===== config.mk =====
export PLATFORM = sky130hd
export DESIGN_NAME = rco_top
export DESIGN_NICKNAME = d
export VERILOG_FILES = /design/src/include/rco_pkg.sv /design/src/logic/rco_top.sv
export SDC_FILE = /design/constraint.sdc
export NUM_CORES = 1
export LEC_CHECK = 0
export BUFFER_PORTS_ARGS = -buffer_cell sky130_fd_sc_hd__buf_2
export CAP_MARGIN = 20
export CORE_ASPECT_RATIO = 0.75
export CORE_UTILIZATION = 53
export CTS_CLUSTER_DIAMETER = 30
export DETAILED_ROUTE_END_ITERATION = 6
export HOLD_SLACK_MARGIN = 0.05
export PLACE_DENSITY = 0.85
export SYNTH_ARGS = -nofsm -noshare
export SYNTH_HDL_FRONTEND = slang
export SYNTH_SLANG_ARGS = --single-unit

===== constraint.sdc =====
create_clock -name hclk -period 9.3 [get_ports hclk]
set_input_delay 1.86 -clock hclk [delete_from_list [all_inputs] [get_ports hclk]]
set_output_delay 1.86 -clock hclk [all_outputs]
set_load 0.005 [all_outputs]

===== src/include/rco_pkg.sv =====
// Constants and field layout for the reference clock output block.
package rco_pkg;

  // ----------------------------------------------------------------
  // Register map
  // ----------------------------------------------------------------
  // Register indices; the byte address on the bus is four times the index.
  localparam logic [11:0] CONTROL_IDX    = 12'h895;
  localparam logic [11:0] SOURCE_SEL_IDX = 12'h896;
  localparam logic [11:0] STATUS_IDX     = 12'h897;
  localparam int          ADDR_SHIFT     = 2;

  // ----------------------------------------------------------------
  // Field positions and reset values
  // ----------------------------------------------------------------
  localparam int         CTRL_EN_BIT   = 7;
  localparam int         CTRL_DUTY_LSB = 3;
  localparam int         CTRL_DIV_LSB  = 0;
  localparam int         SEL_LSB       = 0;
  localparam logic       EN_RESET      = 1'b0;
  localparam logic [1:0] DUTY_RESET    = 2'h2;
  localparam logic [2:0] DIV_RESET     = 3'h0;
  localparam logic [3:0] SEL_RESET     = 4'h0;
  localparam int         STAT_RUN_BIT  = 0;
  localparam int         STAT_OUT_BIT  = 1;

  // ----------------------------------------------------------------
  // Source selection
  // ----------------------------------------------------------------
  // Code 0 is the system clock, codes 1 to 10 the other sources in order.
  localparam int         NUM_SOURCES   = 11;
  localparam logic [3:0] SRC_SYSCLK    = 4'h0;
  localparam logic [3:0] SRC_LAST      = 4'hA;

  // ----------------------------------------------------------------
  // Bus encodings
  // ----------------------------------------------------------------
  localparam logic [1:0] HTRANS_NONSEQ = 2'h2;
  localparam logic [1:0] HTRANS_SEQ    = 2'h3;

endpackage : rco_pkg


===== src/logic/rco_top.sv =====
// Reference clock output block with its AHB-Lite register slave.
//
// Notes on behaviour
// - Setting the enable starts the output glitch-free with whole periods.
// - Clearing the enable shuts the output off at once, without finishing the period.
// - The selected source is divided by a power of two from 1 (pass-through) to 128.
// - Except at pass-through the duty is 0, 25, 50 or 75 percent by the duty field.
// - At pass-through the duty is 50 percent for every duty code except zero, which holds low.
// - The duty field resets to binary 10, giving 50 percent by default.
// - In sleep the output keeps running for every source except code zero, the system clock.
// - The input clock is chosen by the 4-bit field in bits 3 to 0 of source select.
// - The shaped signal also goes to other peripherals as an internal clock.
// - The enable sits in bit 7 of the control register and resets to 0.
// - Source codes 0 to 10 map to the system clock through logic cell 4; higher are reserved.
// - Divider codes 0 to 7 give ratios 1, 2, 4, 8, 16, 32, 64 and 128.
// - Duty codes 0 to 3 give 0, 25, 50 and 75 percent.
//
// Chosen here: register access over AHB-Lite.
`timescale 1ns/1ps

module rco_top (
  input  wire logic        hclk,            // Bus and sampling clock, 20 MHz.
  input  wire logic        hresetn,         // Asynchronous reset, active low.
  input  wire logic        hsel,            // Slave select.
  input  wire logic [31:0] haddr,           // Byte address.
  input  wire logic [1:0]  htrans,          // Transfer type.
  input  wire logic        hwrite,          // Write when high.
  input  wire logic [2:0]  hsize,           // Transfer size, word only.
  input  wire logic [31:0] hwdata,          // Write data.
  input  wire logic        hready,          // Bus ready.
  output logic      [31:0] hrdata,          // Read data.
  output logic             hreadyout,       // Slave ready, always high.
  output logic             hresp,           // Response, always OKAY.
  input  wire logic [10:0] src_clk,         // Candidate source clocks, one bit per code.
  input  wire logic        sleep_mode,      // Device is asleep; the system clock stops.
  output logic             ref_clock_out_pin, // Shaped reference to the pin.
  output logic             ref_clock_int    // Same signal routed to peripherals.
);

  // ----------------------------------------------------------------
  // State
  // ----------------------------------------------------------------
  typedef struct packed {
    logic [10:0] sync1;      // First synchroniser stage.
    logic [10:0] sync2;      // Second synchroniser stage.
    logic        prev_lvl;   // Selected source level one cycle ago.
    logic        en;         // Module enable.
    logic [1:0]  duty;       // Duty select.
    logic [2:0]  div;        // Divider select.
    logic [3:0]  sel;        // Source select.
    logic        run;        // Output running.
    logic [7:0]  cnt;        // Half-period counter.
    logic        out;        // Shaped output.
    logic        ph_wr;      // Pending write data phase.
    logic [11:0] ph_idx;     // Register index of pending write.
    logic [31:0] rdata;      // Read data register.
  } rco_state_t;

  rco_state_t st_q;
  rco_state_t st_d;

  // ----------------------------------------------------------------
  // Helpers
  // ----------------------------------------------------------------
  // Duty threshold in half-periods: duty quarters of 2N half-periods.
  function automatic logic [9:0] rco_thresh(input logic [1:0] duty, input logic [2:0] div);
    logic [9:0] t;
    t = 10'(duty) << div;
    return t >> 1;
  endfunction : rco_thresh

  // Mask for wrapping the half-period counter at 2N.
  function automatic logic [7:0] rco_mask(input logic [2:0] div);
    logic [8:0] m;
    // The shift amount is widened so that ratio 128 does not wrap to a zero mask.
    m = (9'h001 << ({1'b0, div} + 4'h1)) - 9'h001;
    return m[7:0];
  endfunction : rco_mask

  // Level output for a given phase and settings.
  function automatic logic rco_shape(input logic [7:0] cnt, input logic [1:0] duty,
                                     input logic [2:0] div, input logic lvl);
    if (div == 3'h0) begin
      return (duty != 2'h0) && lvl;
    end
    return 10'(cnt) < rco_thresh(duty, div);
  endfunction : rco_shape

  // ----------------------------------------------------------------
  // Source selection
  // ----------------------------------------------------------------
  logic       src_lvl;
  logic       src_edge;
  logic       src_rise;
  logic [7:0] cnt_next;
  logic       bus_req;
  logic [11:0] req_idx;

  // Pick the synchronised source; reserved codes and a sleeping system clock give no edges.
  always_comb begin
    if (st_q.sel > rco_pkg::SRC_LAST) begin
      src_lvl = 1'b0;
    end else if (sleep_mode && st_q.sel == rco_pkg::SRC_SYSCLK) begin
      src_lvl = 1'b0;
    end else begin
      src_lvl = st_q.sync2[st_q.sel];
    end
  end

  assign src_edge = src_lvl != st_q.prev_lvl;
  assign src_rise = src_lvl && !st_q.prev_lvl;
  assign cnt_next = (st_q.cnt + 8'h01) & rco_mask(st_q.div);
  assign bus_req  = hsel && hready && (htrans == rco_pkg::HTRANS_NONSEQ ||
                                       htrans == rco_pkg::HTRANS_SEQ);
  assign req_idx  = haddr[rco_pkg::ADDR_SHIFT +: 12];

  // ----------------------------------------------------------------
  // Next state
  // ----------------------------------------------------------------
  // Synchronise sources, serve the bus and advance the divider.
  always_comb begin
    st_d          = st_q;
    st_d.sync1    = src_clk;
    st_d.sync2    = st_q.sync1;
    st_d.prev_lvl = src_lvl;

    // Write data phase lands in the registers.
    st_d.ph_wr = 1'b0;
    if (st_q.ph_wr) begin
      if (st_q.ph_idx == rco_pkg::CONTROL_IDX) begin
        st_d.en   = hwdata[rco_pkg::CTRL_EN_BIT];
        st_d.duty = hwdata[rco_pkg::CTRL_DUTY_LSB +: 2];
        st_d.div  = hwdata[rco_pkg::CTRL_DIV_LSB +: 3];
      end else if (st_q.ph_idx == rco_pkg::SOURCE_SEL_IDX) begin
        st_d.sel = hwdata[rco_pkg::SEL_LSB +: 4];
      end
    end

    // Address phase: latch a write or prepare read data.
    if (bus_req) begin
      st_d.ph_wr  = hwrite;
      st_d.ph_idx = req_idx;
      st_d.rdata  = 32'h0000_0000;
      if (!hwrite) begin
        unique case (req_idx)
          rco_pkg::CONTROL_IDX: begin
            st_d.rdata[rco_pkg::CTRL_EN_BIT]        = st_q.en;
            st_d.rdata[rco_pkg::CTRL_DUTY_LSB +: 2] = st_q.duty;
            st_d.rdata[rco_pkg::CTRL_DIV_LSB +: 3]  = st_q.div;
          end
          rco_pkg::SOURCE_SEL_IDX: begin
            st_d.rdata[rco_pkg::SEL_LSB +: 4] = st_q.sel;
          end
          rco_pkg::STATUS_IDX: begin
            st_d.rdata[rco_pkg::STAT_RUN_BIT] = st_q.run;
            st_d.rdata[rco_pkg::STAT_OUT_BIT] = st_q.out;
          end
          default: begin
            st_d.rdata = 32'h0000_0000;
          end
        endcase
      end
    end

    // Divider and shaper, stepping only on sampled source edges.
    if (!st_q.en) begin
      st_d.run = 1'b0;
      st_d.cnt = 8'h00;
      st_d.out = 1'b0;
    end else if (!st_q.run) begin
      if (src_rise) begin
        st_d.run = 1'b1;
        st_d.cnt = 8'h00;
        st_d.out = rco_shape(8'h00, st_q.duty, st_q.div, src_lvl);
      end
    end else if (src_edge || st_q.div == 3'h0) begin
      if (src_edge) begin
        st_d.cnt = cnt_next;
      end
      st_d.out = rco_shape(src_edge ? cnt_next : st_q.cnt, st_q.duty, st_q.div, src_lvl);
    end
  end

  // ----------------------------------------------------------------
  // Registers
  // ----------------------------------------------------------------
  // Register the state; reset gives the documented control defaults.
  always_ff @(posedge hclk or negedge hresetn) begin
    if (!hresetn) begin
      st_q          <= '0;
      st_q.en       <= rco_pkg::EN_RESET;
      st_q.duty     <= rco_pkg::DUTY_RESET;
      st_q.div      <= rco_pkg::DIV_RESET;
      st_q.sel      <= rco_pkg::SEL_RESET;
    end else begin
      st_q <= st_d;
    end
  end

  // ----------------------------------------------------------------
  // Outputs
  // ----------------------------------------------------------------
  // Zero-wait, always-OKAY slave; the shaped signal goes both out and inward.
  assign hrdata            = st_q.rdata;
  assign hreadyout         = 1'b1;
  assign hresp             = 1'b0;
  assign ref_clock_out_pin = st_q.out;
  assign ref_clock_int     = st_q.out;
endmodule : rco_top


Word-level counts from Yosys, hierarchy flattened
Cells that the tools add are included. W data, S select, Z words.

Register bits after elaboration: 88. Input port bits: 86. Word-level logic and storage cells: 74.

Add/subtract/negate cells: 3. Magnitude comparators: 4. Equal/unequal tests: 10. Shifts and indexed selects: 2. Multiplexer cells: 26. Bitwise logic cells: 2. Reductions and logical operators: 14.

Operator list (count): $eq A12 B12 Y1 const B (5); $mux W45 (1); $mux W10 (2); $mux W9 (2); $mux W1 (16); $mux W8 (2); $shl A2 B3 Y10 (1); $lt A1 B9 Y1 const A (1); $lt A8 B9 Y1 (1); $add A8 B1 Y8 const B (1); $and A8 B8 Y8 (1); $shl A1 B4 Y8 const A (1); $sub A8 B1 Y8 const B (1); $ne A3 B2 Y1 const B (2); $pmux W2 S3 (1); $logic_and A1 B1 Y1 (5); $lt A4 B5 Y1 const B (1); $add A3 B1 Y4 const B (1); $bmux W1 S4 (1); $eq A2 B2 Y1 const B (2); $gt A4 B4 Y1 const B (1); $logic_not A4 Y1 (1); $pmux W2 S2 (1); $reduce_and A2 Y1 (2); 7 further kinds (8).

Longest topological paths before layout
Depth after elaboration: 13. Mapped depth: 16. Gate-level depth less buffers: 13.

Worst setup path after synthesis
No wires, ideal clock.

Kind: input to register. From: input port sleep_mode. To: register st_q, in the netlist ref_clock_int. Library setup time: 66 ps. Data arrival time: 4673 ps. Path slack: 4562 ps. Cell stages on the path: 14. Buffers on the path: 1. Cells stage by stage: nor2b_1 -> mux4_2 -> nor3_1 -> nor2_1 -> ha_1 -> buf_6 -> or4_1 -> a221oi_1 -> a21o_2 -> ha_1 -> a211oi_1 -> nand2_1 -> o21ai_0 -> a22o_1.

Cells in the longest elaborated chain, start to end: 10. Elaborated cells on any way between the ends: 19. Those cells by class: 1 x order compare; 3 x eq/ne; 10 x mux; 5 x reduce/logical.

Ends and longest elaborated chain: from (decl) (RTL line rco_top.sv:35) `input wire logic sleep_mode,`; $logic_and A1 B1 Y1 * (RTL line rco_top.sv:103) `end else if (sleep_mode && st_q.sel == rco_pkg::SRC_SYSCLK) begin`; $mux W1 * (RTL line rco_top.sv:103); $mux W1 * (RTL line rco_top.sv:101) `if (st_q.sel > rco_pkg::SRC_LAST) begin`; net src_lvl (RTL line rco_top.sv:92) `logic src_lvl;`; $ne A1 B1 Y1 (RTL line rco_top.sv:110) `assign src_edge = src_lvl != st_q.prev_lvl;`; $mux W8; $lt A8 B9 Y1 (RTL line rco_top.sv:86) `return 10'(cnt) < rco_thresh(duty, div);`; $mux W1 (RTL line rco_top.sv:86); $mux W9 (RTL line rco_top.sv:176) `end else if (src_edge || st_q.div == 3'h0) begin`; $mux W9 (RTL line rco_top.sv:170) `end else if (!st_q.run) begin`; $mux W10 (RTL line rco_top.sv:166) `if (!st_q.en) begin`; to (signal assigned) (RTL line rco_top.sv:196) `st_q <= st_d;`; to (decl) (RTL line rco_top.sv:59) `rco_state_t st_q;`.

The timed path passes the listed nets; every way through them passes the cells marked *. The select of a mux whose other input is x is not followed. A chain may end at the register's enable or synchronous reset.

Worst setup path after layout
Ends and elaborated chain as after synthesis.

==> impl_metrics.toml <==
[die]
dieArea_um2 = 6480
start_util_pct = 55.5
die_w_um = 92.6
die_h_um = 70.0
ios = 122
placeableCoreArea_um2 = 5890
num_rows = 24

[worst_setup_path]
cp_num_buf_inv = 1
crit_end = "ref_clock_int$_DFFE_PN0P_"
path_max_fanout = 19
r2r_setup_slack_ps = 5400
crit_required_ps = 9580
arrival_ps = 5230
cp-start-kind = "input port"
crit_top_cell = "ha_1"
reg2regPathDepth = 12
worst-path-stages = 14
critical_path.startpoint = "sleep_mode"
worst-setup-path-type = "input port to flip-flop"
crit_path_top_delay_cell = "or4_1"
critPathCaptureType = "flip-flop"
critical-path-top-delay-family = "compound AO/OA/AOI/OAI gates"
rr_endpoint = "ref_clock_int$_DFFE_PN0P_"
critPathMaxStageDelay_ps = 580
r2r-start = "st_q[56]$_DFFE_PN0P_"
cp_cell_sequence = "buf_2, nor2b_1, mux4_2, nor3_1, nor2_1, ha_1, or4_1, a221oi_1, a21o_2, ha_1, a211oi_1, nand2_1, o21ai_0, a22o_1"

[cells_and_area]
fin_area_um2 = 3540
multiInputGateArea_um2 = 1430
diodes = 0
drive_above_1_share_pct = 24.8
nets = 442
area_delta_synth_final_pct = 8.31
fin_cells = 429
fill_cells = 504
regArea_um2 = 1550

[place]
hpwlAfterDp_um = 4240
routabilityCongestion = 0.861
placed_cell_area_um2 = 3310
portBuffers = 43
placedCellCount = 413
place_ws_ps = 4010

[yosys]
yosysTopAreaCell = "dfrtp_1"
synth.yosys.warnings = 0
netlist-cell-type-count = 53
ys.flop_type = "dfrtp_1"
ys_async_sr_fraction_pct = 100
yosys-top-cells-area = "dfrtp_1 47%, buf_4 8.3%, nand2_1 6.9%"
postSynthCellCount = 314
synth_edf_count = 0
avgSynthCellArea_um2 = 10.4
synth_top_area_share_pct = 46.7
syn_area_um2 = 3270
yosysSeqAreaShare_pct = 47.5
synth-seq-cells = 62

[power]
pwr-share-clk_pct = 41.1
p_comb_share_pct = 10.6
sequentialPowerShare_pct = 48.2
irDropWorstVdd_mv = 0.150
power_density_nw_per_um2 = 177
p_sw_mw = 0.160
p_int_mw = 0.467
swShare_pct = 25.5
leakagePower_nw = 1.70
total_power_mw = 0.627

[timing]
max_clock_freq_mhz = 202
rsz0062_at_grt = "false"
worstMarginPinSlew_ps = 784
slew_headroom_pct = 47.6
post-route-period-util_pct = 53.2
setup_viol = 0
hold_viol = 0
min_period_ps = 4950
tns_ps = 0
drv_slew = 0
setup_ws_ps = 4350
clock_skew_ps = 4.44

[cts]
numCtsBuffers = 9
post-cts-setup-buffer-count = 0
cts_tree = "built"
cts_root_buffer = "clkbuf_8"
clock-sinks = 62
clock_path_buffers = 2
ctsHtreeMaxLevel = 3
cts.clk_slew.worst_paths_ps = 70
cts_resized = 0
cts_hold_buf = 0
clock_latency_ps = 340

[grt]
grt_pass1_wl_um = 9800
antenna_found_initial = 0
grt_usage_pct = 19.7
grt_pass1_vias = 2089
grt_start_max_net_pins = 63
overflow = 0

[drt]
post_drt_wl_per_cell_um = 13.7
drc_errors = 0
dr.pass1.iters = 5
drtIter0Drc = 136
viasPerCell = 5.37
drt-total-wl_um = 5890
vias = 2303
detail-route-antenna-nets = 0

[worst_hold_path]
hold_path.class = "flip-flop to flip-flop"

[job]
drv_cap = 0

[status]
status = "completed"
## metrics by stage
step | hold slack, ps | utilization [%]
after global routing | 367 | 60.1
after CTS | 350 | 60.1
after detailed placement | 335 | 56.3
final | 348 | 60.1
after global placement | 334 | 56.3
after floorplan | 331 | -
## cells by family (layout without fill, tap and decap cells)
kind of cell,after synthesis,count (layout),synth area share (%)
XOR/XNOR,2,2,0.536
AND/OR/NAND/NOR,110,110,17.3
multiplexers,17,17,6.05
adder cells (fa/ha/maj),10,10,3.83
buffers and inverters,52,62,11.6
AO/OA/AOI/OAI,59,59,12.8
other,2,29,0.230
flip-flops,62,62,47.5
## registers in the layout (all words and copies together), names as in the netlist
register / flops
ref_clock_int: 1
hrdata: 6
st_d: 11
st_q: 44
## per-layer routing
layer  global-route usage [%]  wire (um)
met1                     28.7       2760
met5                        0          0
met3                     7.08        446
met4                     4.10         23
met2                     28.3       2660
## cell type report
type | count | share of cell area, %
clock buffers | 9 | 3.50
flip-flops and latches | 62 | 43.9
multi-input cells | 227 | 40.5
inverters | 2 | 0.212
repair buffers | 44 | 6.30
well taps | 78 | 2.76
clock inverters | 7 | 2.79
## power by group through the flow
stage / sequential [mW] / combinational (mW) / clock [mW]
detailed placement: 0.307 / 0.0663 / 0
global placement: 0.306 / 0.0633 / 0
finish: 0.302 / 0.0666 / 0.258
CTS: 0.302 / 0.0667 / 0.264
floorplan: 0.300 / 0.0613 / 0
global route: 0.305 / 0.0760 / 0.276
## cells in the final DEF, fill, tap and decap left out, types with 5 or more instances in the layout
| master | instances |
|---|---|
| dfrtp_1 | 61 |
| buf_2 | 43 |
| o21ai_0 | 14 |
| ha_1 | 10 |
| o31ai_1 | 5 |
| nand2_1 | 60 |
| clkbuf_8 | 9 |
| nor2_1 | 8 |
| conb_1 | 29 |
| a22o_1 | 6 |
| a21oi_1 | 5 |
| mux2_2 | 12 |
## cell usage after synthesis, types with 3 or more instances
cell and instances:
a21o_1 3, a21o_2 3, a21oi_1 5, a22o_1 6, a22oi_1 4, and4bb_2 3
buf_2 4, buf_4 36, buf_6 6, clkbuf_1 4, dfrtp_1 61, ha_1 10
mux2_2 12, mux2i_1 4, nand2_1 60, nand2b_1 4, nand3_1 4, nand3b_1 3
nand4_1 4, nor2_1 8, nor2b_1 4, nor3_1 4, o21ai_0 14, o31ai_1 5
or3_1 3
## worst min-delay path by stage
stage / cells after the start / endpoint / start / slack (ps)
2_1_floorplan: 0 / st_q[66]$_DFF_PN0_ / st_d[66]$_DFF_PN0_ / 330
3_3_place_gp: 0 / st_q[67]$_DFF_PN0_ / st_d[67]$_DFF_PN0_ / 330
3_5_place_dp: 0 / st_q[69]$_DFF_PN0_ / st_d[69]$_DFF_PN0_ / 330
4_1_cts: 0 / st_q[69]$_DFF_PN0_ / st_d[69]$_DFF_PN0_ / 350
5_1_grt: 0 / st_q[66]$_DFF_PN0_ / st_d[66]$_DFF_PN0_ / 370
6_report: 0 / st_q[69]$_DFF_PN0_ / st_d[69]$_DFF_PN0_ / 350
Power figures use the tool's default switching activity.
